## src/hw/scu_map.svh

```systemverilog
// Register map, field positions, codes and timing constants of the socket command unit
`ifndef SCU_MAP_SVH
`define SCU_MAP_SVH

// Register indexes; byte address is four times the index
`define SCU_IDX_W           6
`define SCU_IDX_MODE        6'h00
`define SCU_IDX_COMMAND     6'h01
`define SCU_IDX_FLAGS       6'h02
`define SCU_IDX_STATUS      6'h03
`define SCU_IDX_DEST_IP     6'h04
`define SCU_IDX_DEST_PORT   6'h05

// Reset value of every register
`define SCU_RST_BYTE        8'h00

// Command codes
`define SCU_CMD_IDLE        8'h00
`define SCU_CMD_OPEN        8'h01
`define SCU_CMD_LISTEN      8'h02
`define SCU_CMD_CONNECT     8'h04

// Protocol field of the mode register
`define SCU_PROTO_MSB       3
`define SCU_PROTO_TCP       4'h1
`define SCU_PROTO_UDP       4'h2
`define SCU_PROTO_RAW       4'h4

// Status codes
`define SCU_ST_CLOSED       8'h00
`define SCU_ST_TCP_INIT     8'h13
`define SCU_ST_DGRAM        8'h22
`define SCU_ST_RAW          8'h02
`define SCU_ST_LISTEN_DFLT  8'h30
`define SCU_ST_CONN_DFLT    8'h31

// Interrupt flag bits; bits 7..5 are reserved and read zero
`define SCU_FLAG_CON        0
`define SCU_FLAG_TIMEOUT    3
`define SCU_FLAG_MASK       8'h1f

// AHB-Lite encodings
`define SCU_HSIZE_WORD      3'b010

// Timing
`define SCU_CLK_HZ          25000000
`define SCU_RES_TIMEOUT_US  200
`define SCU_TCP_TIMEOUT_US  1000

`endif

```

## src/hw/scu_pkg.sv

```systemverilog
// Types shared by the socket command unit modules
package scu_pkg;

   // Background phase of the command in progress
   typedef enum logic [1:0] {
      SCU_PH_IDLE,
      SCU_PH_RESOLVE,
      SCU_PH_SYN_WAIT,
      SCU_PH_LISTEN
   } scu_phase_type;

   // Decoded command kinds
   typedef enum logic [2:0] {
      SCU_CMD_NONE,
      SCU_CMD_OPEN,
      SCU_CMD_LISTEN,
      SCU_CMD_CONNECT,
      SCU_CMD_OTHER
   } scu_cmd_type;

endpackage

```

## src/hw/scu_reg_if.sv

```systemverilog
// Register access carrier between the bus slave and the command unit core
`timescale 1ns/1ps
`include "scu_map.svh"
interface scu_reg_if;
   logic                   wr_en;
   logic [`SCU_IDX_W-1:0]  wr_index;
   logic [31:0]            wdata;
   logic [`SCU_IDX_W-1:0]  rd_index;
   logic [31:0]            rdata;

   modport slave (output wr_en, output wr_index, output wdata, output rd_index,
                  input rdata);
   modport core  (input wr_en, input wr_index, input wdata, input rd_index,
                  output rdata);
endinterface

```

## src/hw/scu_socket_command_unit.sv

```systemverilog
// Socket command unit: command register, background connection sequencing, status and flags
`timescale 1ns/1ps
`include "scu_map.svh"
module scu_socket_command_unit #(
   parameter int         RES_TIMEOUT_CYCLES = `SCU_RES_TIMEOUT_US * (`SCU_CLK_HZ / 1000000),
   parameter int         TCP_TIMEOUT_CYCLES = `SCU_TCP_TIMEOUT_US * (`SCU_CLK_HZ / 1000000),
   parameter int         TIMER_W            = 16,
   parameter logic [7:0] LISTEN_CODE        = `SCU_ST_LISTEN_DFLT,
   parameter logic [7:0] CONNECTED_CODE     = `SCU_ST_CONN_DFLT
) (
   input  wire logic        hclk,
   input  wire logic        hresetn,
   input  wire logic        hsel,
   input  wire logic [31:0] haddr,
   input  wire logic [1:0]  htrans,
   input  wire logic        hwrite,
   input  wire logic [2:0]  hsize,
   input  wire logic [31:0] hwdata,
   input  wire logic        hready,
   output logic [31:0]      hrdata,
   output logic             hreadyout,
   output logic             hresp,
   input  wire logic        resolution_done,
   input  wire logic        synack_received,
   input  wire logic        rst_received,
   input  wire logic        client_connected,
   input  wire logic        client_failed,
   output logic             resolution_request,
   output logic             syn_request,
   output logic             listen_active,
   output logic [31:0]      dest_ip_reg,
   output logic [15:0]      dest_port_reg
);
   import scu_pkg::*;

   ////////////////////////////////////////////////////////////////////////////////
   // Decode helpers

   // Command byte to command kind
   function automatic scu_pkg::scu_cmd_type scu_decode_cmd(input logic [7:0] code);
      case (code)
         `SCU_CMD_IDLE:    scu_decode_cmd = SCU_CMD_NONE;
         `SCU_CMD_OPEN:    scu_decode_cmd = SCU_CMD_OPEN;
         `SCU_CMD_LISTEN:  scu_decode_cmd = SCU_CMD_LISTEN;
         `SCU_CMD_CONNECT: scu_decode_cmd = SCU_CMD_CONNECT;
         default:          scu_decode_cmd = SCU_CMD_OTHER;
      endcase
   endfunction

   // Status that open gives for a mode; closed code means no valid protocol
   function automatic logic [7:0] scu_open_status(input logic [7:0] mode);
      case (mode[`SCU_PROTO_MSB:0])
         `SCU_PROTO_TCP: scu_open_status = `SCU_ST_TCP_INIT;
         `SCU_PROTO_UDP: scu_open_status = `SCU_ST_DGRAM;
         `SCU_PROTO_RAW: scu_open_status = `SCU_ST_RAW;
         default:        scu_open_status = `SCU_ST_CLOSED;
      endcase
   endfunction

   ////////////////////////////////////////////////////////////////////////////////
   // Bus slave and timer

   scu_reg_if bus_if ();

   scu_ahb_slave u_slave (
      .hclk      (hclk),
      .hresetn   (hresetn),
      .hsel      (hsel),
      .haddr     (haddr),
      .htrans    (htrans),
      .hwrite    (hwrite),
      .hsize     (hsize),
      .hwdata    (hwdata),
      .hready    (hready),
      .hrdata    (hrdata),
      .hreadyout (hreadyout),
      .hresp     (hresp),
      .regs      (bus_if.slave)
   );

   logic               timer_load;
   logic [TIMER_W-1:0] timer_limit;
   logic               timer_run;
   logic               timer_expired;

   scu_timer #(
      .TIMER_W (TIMER_W)
   ) u_timer (
      .hclk    (hclk),
      .hresetn (hresetn),
      .load    (timer_load),
      .limit   (timer_limit),
      .run     (timer_run),
      .expired (timer_expired)
   );

   ////////////////////////////////////////////////////////////////////////////////
   // State

   logic [7:0]    socket_mode_reg;
   logic [7:0]    socket_command_reg;
   logic [7:0]    socket_interrupt_flags;
   logic [7:0]    socket_status_code;
   scu_phase_type phase;

   logic [7:0]    next_mode;
   logic [7:0]    next_command;
   logic [7:0]    next_flags;
   logic [7:0]    next_status;
   logic [31:0]   next_dest_ip;
   logic [15:0]   next_dest_port;
   scu_phase_type next_phase;
   logic          next_resolution_request;
   logic          next_syn_request;
   logic          next_listen_active;

   scu_cmd_type   cmd_kind;
   logic          accept;
   logic          is_tcp;
   logic          open_ok;
   logic          listen_ok;
   logic          connect_ok;
   logic          set_con;
   logic          set_timeout;
   logic [7:0]    flag_clear;

   ////////////////////////////////////////////////////////////////////////////////
   // Command acceptance

   // Decode the pending command and check it against mode and status
   always_comb begin
      cmd_kind   = scu_decode_cmd(socket_command_reg);
      accept     = socket_command_reg != `SCU_CMD_IDLE;
      is_tcp     = socket_mode_reg[`SCU_PROTO_MSB:0] == `SCU_PROTO_TCP;
      open_ok    = accept && cmd_kind == SCU_CMD_OPEN &&
                   scu_open_status(socket_mode_reg) != `SCU_ST_CLOSED;
      listen_ok  = accept && cmd_kind == SCU_CMD_LISTEN && is_tcp &&
                   socket_status_code == `SCU_ST_TCP_INIT && phase == SCU_PH_IDLE;
      connect_ok = accept && cmd_kind == SCU_CMD_CONNECT && is_tcp &&
                   socket_status_code == `SCU_ST_TCP_INIT && phase == SCU_PH_IDLE;
   end

   ////////////////////////////////////////////////////////////////////////////////
   // Register file

   // Host writes, command self clear, write-one-to-clear flags, read mux
   always_comb begin
      next_mode      = socket_mode_reg;
      next_dest_ip   = dest_ip_reg;
      next_dest_port = dest_port_reg;
      flag_clear     = 8'h00;
      next_command   = accept ? `SCU_CMD_IDLE : socket_command_reg;
      if (bus_if.wr_en) begin
         case (bus_if.wr_index)
            `SCU_IDX_MODE:      next_mode      = bus_if.wdata[7:0];
            `SCU_IDX_COMMAND:   next_command   = bus_if.wdata[7:0];
            `SCU_IDX_FLAGS:     flag_clear     = bus_if.wdata[7:0];
            `SCU_IDX_DEST_IP:   next_dest_ip   = bus_if.wdata;
            `SCU_IDX_DEST_PORT: next_dest_port = bus_if.wdata[15:0];
            default:            next_mode      = socket_mode_reg;
         endcase
      end
      // completion and timeout flags; set wins over clear
      next_flags = ((socket_interrupt_flags & ~flag_clear) |
                    (8'(set_con) << `SCU_FLAG_CON) |
                    (8'(set_timeout) << `SCU_FLAG_TIMEOUT)) & `SCU_FLAG_MASK;
      case (bus_if.rd_index)
         `SCU_IDX_MODE:      bus_if.rdata = {24'h000000, socket_mode_reg};
         `SCU_IDX_COMMAND:   bus_if.rdata = {24'h000000, socket_command_reg};
         `SCU_IDX_FLAGS:     bus_if.rdata = {24'h000000, socket_interrupt_flags};
         `SCU_IDX_STATUS:    bus_if.rdata = {24'h000000, socket_status_code};
         `SCU_IDX_DEST_IP:   bus_if.rdata = dest_ip_reg;
         `SCU_IDX_DEST_PORT: bus_if.rdata = {16'h0000, dest_port_reg};
         default:            bus_if.rdata = 32'h00000000;
      endcase
   end

   always_ff @(posedge hclk or negedge hresetn) begin
      if (!hresetn) begin
         socket_mode_reg        <= `SCU_RST_BYTE;
         socket_command_reg     <= `SCU_RST_BYTE;
         socket_interrupt_flags <= `SCU_RST_BYTE;
         dest_ip_reg            <= 32'h00000000;
         dest_port_reg          <= 16'h0000;
      end else begin
         socket_mode_reg        <= next_mode;
         socket_command_reg     <= next_command;
         socket_interrupt_flags <= next_flags;
         dest_ip_reg            <= next_dest_ip;
         dest_port_reg          <= next_dest_port;
      end
   end

   ////////////////////////////////////////////////////////////////////////////////
   // Background sequencing

   // Phase, status and requests toward the network engine
   always_comb begin
      next_phase              = phase;
      next_status             = socket_status_code;
      next_resolution_request = resolution_request;
      next_syn_request        = 1'b0;
      next_listen_active      = listen_active;
      set_con                 = 1'b0;
      set_timeout             = 1'b0;
      timer_load              = 1'b0;
      timer_limit             = TIMER_W'(RES_TIMEOUT_CYCLES);
      timer_run               = phase == SCU_PH_RESOLVE || phase == SCU_PH_SYN_WAIT;
      if (open_ok) begin
         next_phase              = SCU_PH_IDLE;
         next_status             = scu_open_status(socket_mode_reg);
         next_resolution_request = 1'b0;
         next_listen_active      = 1'b0;
      end else if (listen_ok) begin
         next_phase         = SCU_PH_LISTEN;
         next_status        = LISTEN_CODE;
         next_listen_active = 1'b1;
      end else if (connect_ok) begin
         next_phase              = SCU_PH_RESOLVE;
         next_resolution_request = 1'b1;
         timer_load              = 1'b1;
      end else begin
         case (phase)
            SCU_PH_RESOLVE: begin
               if (resolution_done) begin
                  next_phase              = SCU_PH_SYN_WAIT;
                  next_resolution_request = 1'b0;
                  next_syn_request        = 1'b1;
                  timer_load              = 1'b1;
                  timer_limit             = TIMER_W'(TCP_TIMEOUT_CYCLES);
               end else if (timer_expired) begin
                  next_phase              = SCU_PH_IDLE;
                  next_status             = `SCU_ST_CLOSED;
                  next_resolution_request = 1'b0;
                  set_timeout             = 1'b1;
               end
            end
            SCU_PH_SYN_WAIT: begin
               if (synack_received) begin
                  next_phase  = SCU_PH_IDLE;
                  next_status = CONNECTED_CODE;
                  set_con     = 1'b1;
               end else if (rst_received) begin
                  next_phase  = SCU_PH_IDLE;
                  next_status = `SCU_ST_CLOSED;
               end else if (timer_expired) begin
                  next_phase  = SCU_PH_IDLE;
                  next_status = `SCU_ST_CLOSED;
                  set_timeout = 1'b1;
               end
            end
            SCU_PH_LISTEN: begin
               if (client_connected) begin
                  next_phase         = SCU_PH_IDLE;
                  next_status        = CONNECTED_CODE;
                  next_listen_active = 1'b0;
                  set_con            = 1'b1;
               end else if (client_failed) begin
                  next_phase         = SCU_PH_IDLE;
                  next_status        = `SCU_ST_CLOSED;
                  next_listen_active = 1'b0;
                  set_timeout        = 1'b1;
               end
            end
            default: begin
               next_phase = SCU_PH_IDLE;
            end
         endcase
      end
   end

   always_ff @(posedge hclk or negedge hresetn) begin
      if (!hresetn) begin
         phase              <= SCU_PH_IDLE;
         socket_status_code <= `SCU_ST_CLOSED;
         resolution_request <= 1'b0;
         syn_request        <= 1'b0;
         listen_active      <= 1'b0;
      end else begin
         phase              <= next_phase;
         socket_status_code <= next_status;
         resolution_request <= next_resolution_request;
         syn_request        <= next_syn_request;
         listen_active      <= next_listen_active;
      end
   end

   // Helper count of cycles spent waiting for address resolution
   logic [TIMER_W-1:0] res_wait;
   logic [TIMER_W-1:0] next_res_wait;

   // Count up while resolving, restart from zero elsewhere
   always_comb begin
      next_res_wait = '0;
      if (phase == SCU_PH_RESOLVE) begin
         next_res_wait = res_wait + TIMER_W'(1);
      end
   end

   always_ff @(posedge hclk or negedge hresetn) begin
      if (!hresetn) begin
         res_wait <= '0;
      end else begin
         res_wait <= next_res_wait;
      end
   end
endmodule

```

## src/hw/scu_timer.sv

```systemverilog
// Down counter that flags the end of a loaded timeout while it runs
`timescale 1ns/1ps
module scu_timer #(
   parameter int TIMER_W = 16
) (
   input  wire logic               hclk,
   input  wire logic               hresetn,
   input  wire logic               load,
   input  wire logic [TIMER_W-1:0] limit,
   input  wire logic               run,
   output logic                    expired
);
   logic [TIMER_W-1:0] count;
   logic [TIMER_W-1:0] next_count;

   // Load wins, else count down while running
   always_comb begin
      next_count = count;
      if (load) begin
         next_count = limit;
      end else if (run && count != '0) begin
         next_count = count - TIMER_W'(1);
      end
   end

   always_ff @(posedge hclk or negedge hresetn) begin
      if (!hresetn) begin
         count <= '0;
      end else begin
         count <= next_count;
      end
   end

   // One-cycle pulse on the last count
   assign expired = run && !load && count == TIMER_W'(1);
endmodule

```

## src/hw/scu_ahb_slave.sv

```systemverilog
// AHB-Lite slave front end: writes with no wait, reads with one wait state
`timescale 1ns/1ps
`include "scu_map.svh"
module scu_ahb_slave (
   input  wire logic        hclk,
   input  wire logic        hresetn,
   input  wire logic        hsel,
   input  wire logic [31:0] haddr,
   input  wire logic [1:0]  htrans,
   input  wire logic        hwrite,
   input  wire logic [2:0]  hsize,
   input  wire logic [31:0] hwdata,
   input  wire logic        hready,
   output logic [31:0]      hrdata,
   output logic             hreadyout,
   output logic             hresp,
   scu_reg_if.slave         regs
);
   logic                  take;
   logic                  pend_wr;
   logic                  pend_rd;
   logic [`SCU_IDX_W-1:0] addr_idx;
   logic                  next_pend_wr;
   logic                  next_pend_rd;
   logic [`SCU_IDX_W-1:0] next_addr_idx;
   logic [31:0]           next_hrdata;
   logic                  next_hreadyout;

   // Address phase capture; read data is fetched in the wait cycle
   always_comb begin
      take           = hsel && htrans[1] && hready;
      next_pend_wr   = take && hwrite && hsize == `SCU_HSIZE_WORD;
      next_pend_rd   = take && !hwrite;
      next_addr_idx  = take ? haddr[`SCU_IDX_W+1:2] : addr_idx;
      next_hreadyout = !next_pend_rd;
      next_hrdata    = pend_rd ? regs.rdata : hrdata;
   end

   always_ff @(posedge hclk or negedge hresetn) begin
      if (!hresetn) begin
         pend_wr   <= 1'b0;
         pend_rd   <= 1'b0;
         addr_idx  <= '0;
         hrdata    <= '0;
         hreadyout <= 1'b1;
         hresp     <= 1'b0;
      end else begin
         pend_wr   <= next_pend_wr;
         pend_rd   <= next_pend_rd;
         addr_idx  <= next_addr_idx;
         hrdata    <= next_hrdata;
         hreadyout <= next_hreadyout;
         hresp     <= 1'b0;
      end
   end

   // Write data stands in the data phase
   assign regs.wr_en    = pend_wr;
   assign regs.wr_index = addr_idx;
   assign regs.wdata    = hwdata;
   assign regs.rd_index = addr_idx;
endmodule

```

## config.mk

```make
export PLATFORM = sky130hd
export DESIGN_NAME = scu_socket_command_unit
export DESIGN_NICKNAME = d
export VERILOG_FILES = /design/src/hw/scu_pkg.sv /design/src/hw/scu_reg_if.sv /design/src/hw/scu_socket_command_unit.sv /design/src/hw/scu_timer.sv /design/src/hw/scu_ahb_slave.sv
export VERILOG_INCLUDE_DIRS = /design/src /design/src/hw
export SDC_FILE = /design/constraint.sdc
export NUM_CORES = 1
export LEC_CHECK = 0
export BUFFER_PORTS_ARGS = -buffer_cell sky130_fd_sc_hd__buf_2
export CELL_PAD_IN_SITES_DETAIL_PLACEMENT = 0
export CELL_PAD_IN_SITES_GLOBAL_PLACEMENT = 1
export CORE_UTILIZATION = 40
export CTS_CLUSTER_SIZE = 30
export DETAILED_ROUTE_END_ITERATION = 8
export GPL_TIMING_DRIVEN = 0
export PLACE_DENSITY_LB_ADDON = 0.1
export SYNTH_ARGS = -nofsm -noshare
export SYNTH_HDL_FRONTEND = slang
export SYNTH_SLANG_ARGS = --single-unit
```

## constraint.sdc

```tcl
create_clock -name hclk -period 6 [get_ports hclk]
set_clock_uncertainty 0.05 [all_clocks]
set_input_delay 1.8 -clock hclk [delete_from_list [all_inputs] [get_ports hclk]]
set_output_delay 1.8 -clock hclk [all_outputs]
set_load 0.02 [all_outputs]
```

==> results of run 1 <==
==> how the worst min path moves through the flow <==
| stage | to | cells past startpoint | startpoint | slack, ns |
|---|---|---|---|---|
| global placement | resolution_request | 2 | resolution_request | 0.43 |
| finish | resolution_request | 2 | resolution_request | 0.44 |
| floorplan | socket_interrupt_flags[0] | 2 | socket_interrupt_flags[0] | 0.40 |
| global route | socket_interrupt_flags[0] | 2 | socket_interrupt_flags[0] | 0.46 |
| CTS | socket_interrupt_flags[0] | 2 | socket_interrupt_flags[0] | 0.45 |
| detailed placement | socket_interrupt_flags[0] | 2 | socket_interrupt_flags[0] | 0.43 |
==> stage by stage <==
| step | util | cells | total power (uW) |
|---|---|---|---|
| after detailed placement | 0.469 | 899 | 1230 |
| after CTS | 0.506 | 930 | 2290 |
| after floorplan | - | 547 | 1130 |
| after global placement | 0.467 | 898 | 1230 |
| final | 0.506 | 930 | 2270 |
| after global routing | 0.506 | 930 | 2360 |
==> worst reg2reg max path: stages (launching register included) <==
cell and delay [ns]:
sky130_fd_sc_hd__dfrtp_1 0.40, sky130_fd_sc_hd__inv_1 0.11, sky130_fd_sc_hd__ha_1 0.28, sky130_fd_sc_hd__clkbuf_1 0.36, sky130_fd_sc_hd__nand4_1 0.17, sky130_fd_sc_hd__nor2_1 0.46
sky130_fd_sc_hd__a211oi_1 0.18, sky130_fd_sc_hd__a21oi_1 0.51, sky130_fd_sc_hd__o21ai_0 0.15
==> layer usage <==
layer | GRT usage | vias up | part of all wire
li1 | - | 2286 | -
met1 | 0.284 | 2374 | 0.48
met2 | 0.332 | 147 | 0.46
met3 | 0.0507 | 10 | 0.048
met4 | 0.0519 | 0 | 0.0091
met5 | 0 | - | 0
==> cell usage in the layout (no fill, tap or decap), types with 6 or more instances in the layout <==
cell type and count:
sky130_fd_sc_hd__a21oi_1 12, sky130_fd_sc_hd__a22oi_1 14, sky130_fd_sc_hd__a31oi_1 7, sky130_fd_sc_hd__and3_1 11, sky130_fd_sc_hd__buf_2 138, sky130_fd_sc_hd__clkbuf_1 15, sky130_fd_sc_hd__clkbuf_16 17, sky130_fd_sc_hd__dfrtp_1 138
sky130_fd_sc_hd__ha_1 6, sky130_fd_sc_hd__inv_1 38, sky130_fd_sc_hd__mux2_2 38, sky130_fd_sc_hd__mux2_4 30, sky130_fd_sc_hd__nand2_1 22, sky130_fd_sc_hd__nand3_1 23, sky130_fd_sc_hd__nor2_1 30, sky130_fd_sc_hd__nor3_1 7
sky130_fd_sc_hd__o21ai_0 32, sky130_fd_sc_hd__o22ai_1 11, sky130_fd_sc_hd__or3_1 6, sky130_fd_sc_hd__xnor2_1 9, sky130_fd_sc_hd__xor2_1 6
==> cell families after synthesis <==
| family | synth area share |
|---|---|
| and+or+nand+nor | 0.136 |
| DFF | 0.540 |
| AOI/OAI and AO/OA | 0.109 |
| muxes | 0.141 |
| buffers and inverters | 0.0423 |
| xor gates and xnor gates | 0.0204 |
| adders and majority gates | 0.0116 |
| other | 0.000582 |
==> power by group through the flow <==
| stage | registers [uW] | clock network [uW] | logic [uW] |
|---|---|---|---|
| global placement | 1020 | 0 | 205 |
| detailed placement | 1020 | 0 | 211 |
| finish | 1010 | 1050 | 208 |
| CTS | 1010 | 1070 | 211 |
| floorplan | 1050 | 0 | 80.5 |
| global route | 1010 | 1120 | 228 |
==> layout make-up <==
cell class,instances,area (sq um)
plain buffers,25,130
clock buffers,23,468
clock inverters,8,118
fillers,1457,7810
inverters,38,143
multi-input cells,345,2700
flip-flops and latches,139,3480
well taps,216,270
repair buffers,136,709
==> flow_summary_export.csv, run 1 <==
group,metric,value,unit
outcome,status,"completed",
power_and_ir_drop,netSwitchingPower,538,uW
power_and_ir_drop,power.ir.vdd_worst,0.201,mV
floorplanning,die_area,16600,sq um
logic_synthesis,yosys_register_bits,139,
global_routing,largest_net_degree_at_the_start_of_global_routing,80,
logic_synthesis,syn-mean-instance-area,11.8,sq um
logic_synthesis,unique_masters_post_synth,66,
place,place_congestion,0.801,
cts,worst_skew_pair.late_latency,0.41,ns
cts,clock_tree.root_cell,"sky130_fd_sc_hd__clkbuf_16",
logic_synthesis,postSynthCellCount,547,
logic_synthesis,post_synth_most_frequent_cells,"sky130_fd_sc_hd__dfrtp_1, sky130_fd_sc_hd__inv_1, sky130_fd_sc_hd__mux2_2, sky130_fd_sc_hd__o21ai_0",
setup_path,worst_setup_start_kind,"input port",
drt,post-route-drc-count,0,
global_routing,global_route.overflow_total,0,
logic_synthesis,dominantRegCellSynth,"sky130_fd_sc_hd__dfrtp_1",
setup_path,critical_path_class,"input port to register",
logic_synthesis,synth.largest_area_cell,"sky130_fd_sc_hd__dfrtp_1",
floorplanning,initial_core_utilization,0.407,
setup_path,r2r_end,"socket_status_code[1]",
drt,routed_wirelength,16500,um
global_routing,grt_util_all_layers,0.208,
power_and_ir_drop,power.internal,1730,uW
cts,cts_buffers,17,
logic_synthesis,synth_edf_count,0,
floorplanning,floorplan.die.width,129,um
power_and_ir_drop,seqPwrFrac,0.444,
floorplanning,core-area,15800,sq um
setup_path,crit_family,"compound AO/OA/AOI/OAI gates",
setup_path,crit_top_cell,"sky130_fd_sc_hd__a21oi_1",
sta,number_of_failing_hold_endpoints_at_the_final_stage,0,
logic_synthesis,yosysMostFrequentCell,"sky130_fd_sc_hd__dfrtp_1",
power_and_ir_drop,clock_power_share,0.464,
finish,post_route_cells_drive_above_1_share,0.363,
logic_synthesis,synth.yosys.warnings,0,
place,placement.setup.worst_slack,2.55,ns
cts,cts.repair.resized,0,
setup_path,worstSetupPathDepth,7,
drt,post_drt_via_cell_ratio,5.18,
cts,cts_sinks,139,
cts,cts-htree-levels,4,
setup_path,worst_r2r_startpoint,"phase[1]",
sta,layout_min_cycle_time,3.08,ns
drt,starting_drt_drc_count,344,
floorplanning,rows,46,
drt,antenna_violating_nets_post_route,0,
setup_path,critPathArrivalTime,3.30,ns
logic_synthesis,synth_async_sr_flop_share,1.00,
setup_path,register_to_register_path_setup_slack,3.20,ns
cts,clock_path_buffers,2,
global_routing,number_of_global_route_vias_before_repair,4843,
global_routing,wire_length_of_the_first_global_routing_pass,26100,um
setup_path,total_buffers_and_inverters_traversed_by_the_critical_path,2,
logic_synthesis,yosys-top-cells-area,"sky130_fd_sc_hd__dfrtp_1, sky130_fd_sc_hd__mux2_4, sky130_fd_sc_hd__mux2_2",
setup_path,crit_chain,"buf_2, nand2_1, inv_1, a21oi_1, a21oi_1, a21oi_1, o21ai_0",
logic_synthesis,mappedNetlistArea,6450,sq um
drt,drt-pass1-iter-count,7,
sta,setup_tns_final,0,ns
finish,design_area,8010,sq um
setup_path,timing.critical_path.to_type,"register",
setup_path,reg2reg_depth,8,
sta,worst_margin_slew,0.753,ns
finish,area_growth,24.3,%
flow_run,max-cap-violations,0,
sta,post-route-period-util,0.513,
hold_path,worstHoldPathType,"register to register",
setup_path,worst_endpoint_required_time,6.23,ns
place,port_buffers,135,
cts,ctsHoldBuffers,0,
cts,cts.repair_timing.setup_buffer_count,0,
logic_synthesis,synth_sequential_area_ratio,0.540,
drt,drt-wirelength-per-cell,17.7,um
global_routing,antenna_found_initial,0,
cts,tritoncts_clock_tree,"done",
floorplanning,floorplan.io_pins,164,
sta,max_clock_freq,325,MHz
power_and_ir_drop,power_frac_comb,0.092,
place,placedInstanceArea,7430,sq um
setup_path,crit_start,"resolution_done",
finish,antenna_cells,0,
cts,clk_pin_slew,0.06,ns
sta,fin_ws,2.92,ns
drt,route.vias.total,4817,
setup_path,timing.critical_path.slowest_cell_delay,0.49,ns
setup_path,worstPathMaxFanout,6,
power_and_ir_drop,cellPowerDensity,283,nW/um^2
floorplanning,floorplan.die.height,129,um
setup_path,worst_setup_path_endpoint,"socket_status_code[1]",
power_and_ir_drop,power.leakage,0.00377,uW
power_and_ir_drop,switching_share,0.237,
sta,finalMaxSlewViolations,0,
sta,rsz0062_at_grt,"false",
logic_synthesis,top_area_cell_type_share_of_the_netlist_area,0.536,
setup_path,slowest_stage_cell_crit_path,"sky130_fd_sc_hd__a21oi_1",
place,place_hpwl,12000,um
sta,fin_worst_hold_slack,0.443,ns
sta,timing.slew.headroom,0.494,
sta,timing.final.setup_violations,0,
logic_synthesis,synth_nets,632,
finish,final_nets,787,
Power figures use the tool's default switching activity.
==> run 2, diff against run 1 <==
CORE_UTILIZATION = 38   (was 40)
clock period = 2.8 ns   (was 6 ns; I/O delays follow)
==> flow_summary_export.csv, run 2 (synthesis results as in run 1) <==
group,metric,value,unit
global_routing,most_congested_layer_reported_by_global_routing,"met2",
cts,cts_buffers,17,
power_and_ir_drop,power.ir.vdd_worst,0.430,mV
floorplanning,floorplan.io_pins,164,
setup_path,critical_path_class,"register to register",
power_and_ir_drop,cellPowerDensity,603,nW/um^2
setup_path,crit_chain,"inv_1, ha_1, clkbuf_1, nand4_1, nor2_2, a211oi_1, a21oi_1, o21ai_0",
place,place_hpwl,11900,um
floorplanning,core-area,16600,sq um
cts,tritoncts_clock_tree,"done",
sta,setup_tns_final,0,ns
sta,timing.slew.headroom,0.418,
drt,post-route-drc-count,0,
cts,cts_sinks,139,
setup_path,critPathArrivalTime,2.79,ns
global_routing,groute.layer.met1.usage,0.275,
setup_path,register_to_register_path_setup_slack,0.24,ns
setup_path,worst_setup_start_kind,"register",
global_routing,number_of_global_route_vias_before_repair,4837,
setup_path,worst_endpoint_required_time,3.03,ns
drt,drt-pass1-iter-count,5,
sta,worst_margin_slew,0.866,ns
setup_path,timing.critical_path.slowest_cell_delay,0.47,ns
floorplanning,rows,47,
setup_path,crit_family,"compound AO/OA/AOI/OAI gates",
sta,finalMaxSlewViolations,0,
setup_path,worstPathMaxFanout,9,
finish,utilization,0.484,
cts,clock_path_buffers,2,
flow_run,max-cap-violations,0,
setup_path,total_buffers_and_inverters_traversed_by_the_critical_path,2,
power_and_ir_drop,overall_power,4830,uW
finish,antenna_cells,0,
setup_path,slowest_stage_cell_crit_path,"sky130_fd_sc_hd__a21oi_1",
drt,antenna_violating_nets_post_route,0,
cts,clock_tree.root_cell,"sky130_fd_sc_hd__clkbuf_16",
global_routing,largest_net_degree_at_the_start_of_global_routing,96,
finish,area_growth,24.4,%
floorplanning,floorplan.die.width,132,um
floorplanning,die_area,17500,sq um
place,port_buffers,135,
power_and_ir_drop,power.leakage,0.00376,uW
global_routing,wire_length_of_the_first_global_routing_pass,26400,um
drt,drt-wirelength-per-cell,17.6,um
drt,route.vias.total,4857,
sta,fin_ws,0.240,ns
finish,post_route_cells_drive_above_1_share,0.369,
sta,post-route-period-util,0.914,
cts,cts-htree-levels,4,
sta,rsz0062_at_grt,"false",
global_routing,antenna_found_initial,0,
global_routing,global_route.overflow_total,0,
global_routing,gr-usage-met2,0.301,
floorplanning,initial_core_utilization,0.389,
cts,clk_pin_slew,0.06,ns
drt,routed_wirelength,16400,um
sta,timing.final.setup_violations,0,
outcome,status,"completed",
floorplanning,floorplan.die.height,132,um
setup_path,timing.critical_path.to_type,"register",
finish,final_nets,787,
cts,ctsHoldBuffers,0,
sta,layout_min_cycle_time,2.56,ns
sta,max_clock_freq,391,MHz
global_routing,grt_util_all_layers,0.196,
drt,starting_drt_drc_count,294,
finish,layout_common_cells,"sky130_fd_sc_hd__buf_2, sky130_fd_sc_hd__dfrtp_1, sky130_fd_sc_hd__inv_1, sky130_fd_sc_hd__mux2_2, sky130_fd_sc_hd__o21ai_0",
place,place_congestion,0.776,
place,placement.setup.worst_slack,0.168,ns
cts,worst_skew_pair.late_latency,0.42,ns
global_routing,grt_use_met3,0.0427,
drt,post_drt_via_cell_ratio,5.19,
sta,number_of_failing_hold_endpoints_at_the_final_stage,0,
hold_path,worstHoldPathType,"input port to asynchronous set/reset pin",
-- run 2: changes by cell type in the layout (fill, tap and decap cells not counted) --
cell,before,now
sky130_fd_sc_hd__clkbuf_8,2,1
sky130_fd_sc_hd__clkinv_4,0,1
sky130_fd_sc_hd__clkinv_2,4,3
sky130_fd_sc_hd__clkinvlp_4,1,4
sky130_fd_sc_hd__inv_6,0,2
sky130_fd_sc_hd__inv_8,0,1
sky130_fd_sc_hd__bufinv_16,3,2
sky130_fd_sc_hd__clkbuf_1,15,12
sky130_fd_sc_hd__nor2_2,0,1
sky130_fd_sc_hd__nor2_1,30,29
-- run 2: final timing paths --
kind                               startpoint                     to  depth (start not counted)
max                                  phase[0]  socket_status_code[1]                          8
min                                   hresetn        dest_ip_reg[15]                          1
max in group asynchronous             hresetn       u_timer.count[7]                          2
min reg2reg                resolution_request     resolution_request                          2
min in group hclk          resolution_request     resolution_request                          2
max reg2reg                          phase[0]  socket_status_code[1]                          8
-- run 2: layer usage --
layer	vias up	share of wire
met5	-	0
met4	0	0.0098
met3	14	0.050
met2	144	0.47
met1	2409	0.47
li1	2290	-
-- run 2: power by group --
group | switching [uW] | internal (uW) | total [uW]
combinational | 275 | 177 | 452
sequential | 61.2 | 2090 | 2150
clock | 889 | 1340 | 2230
-- run 2: cell type report --
cell class | instances | area, sq um
plain buffers | 25 | 130
clock buffers | 19 | 443
clock inverters | 13 | 143
fillers | 1577 | 8560
inverters | 38 | 143
multi-input cells | 345 | 2700
flip-flops and latches | 139 | 3480
well taps | 220 | 275
repair buffers | 136 | 709
-- run 2: through the flow --
step                std cells  cell area [sq um]  hold WS (ns)
floorplan                 547               6450         0.396
global placement          902               7400         0.423
detailed placement        903               7430         0.433
CTS                       935               8020         0.297
global route              935               8020         0.316
finish                    935               8020         0.296
-- run 2: repair_timing --
| action | CTS | global route |
|---|---|---|
| endpoints found under the setup margin | 0 | 3 |
| setup buffers | 0 | 0 |
| endpoints found under the hold margin | 0 | 0 |
| resized for setup | 0 | 1 |
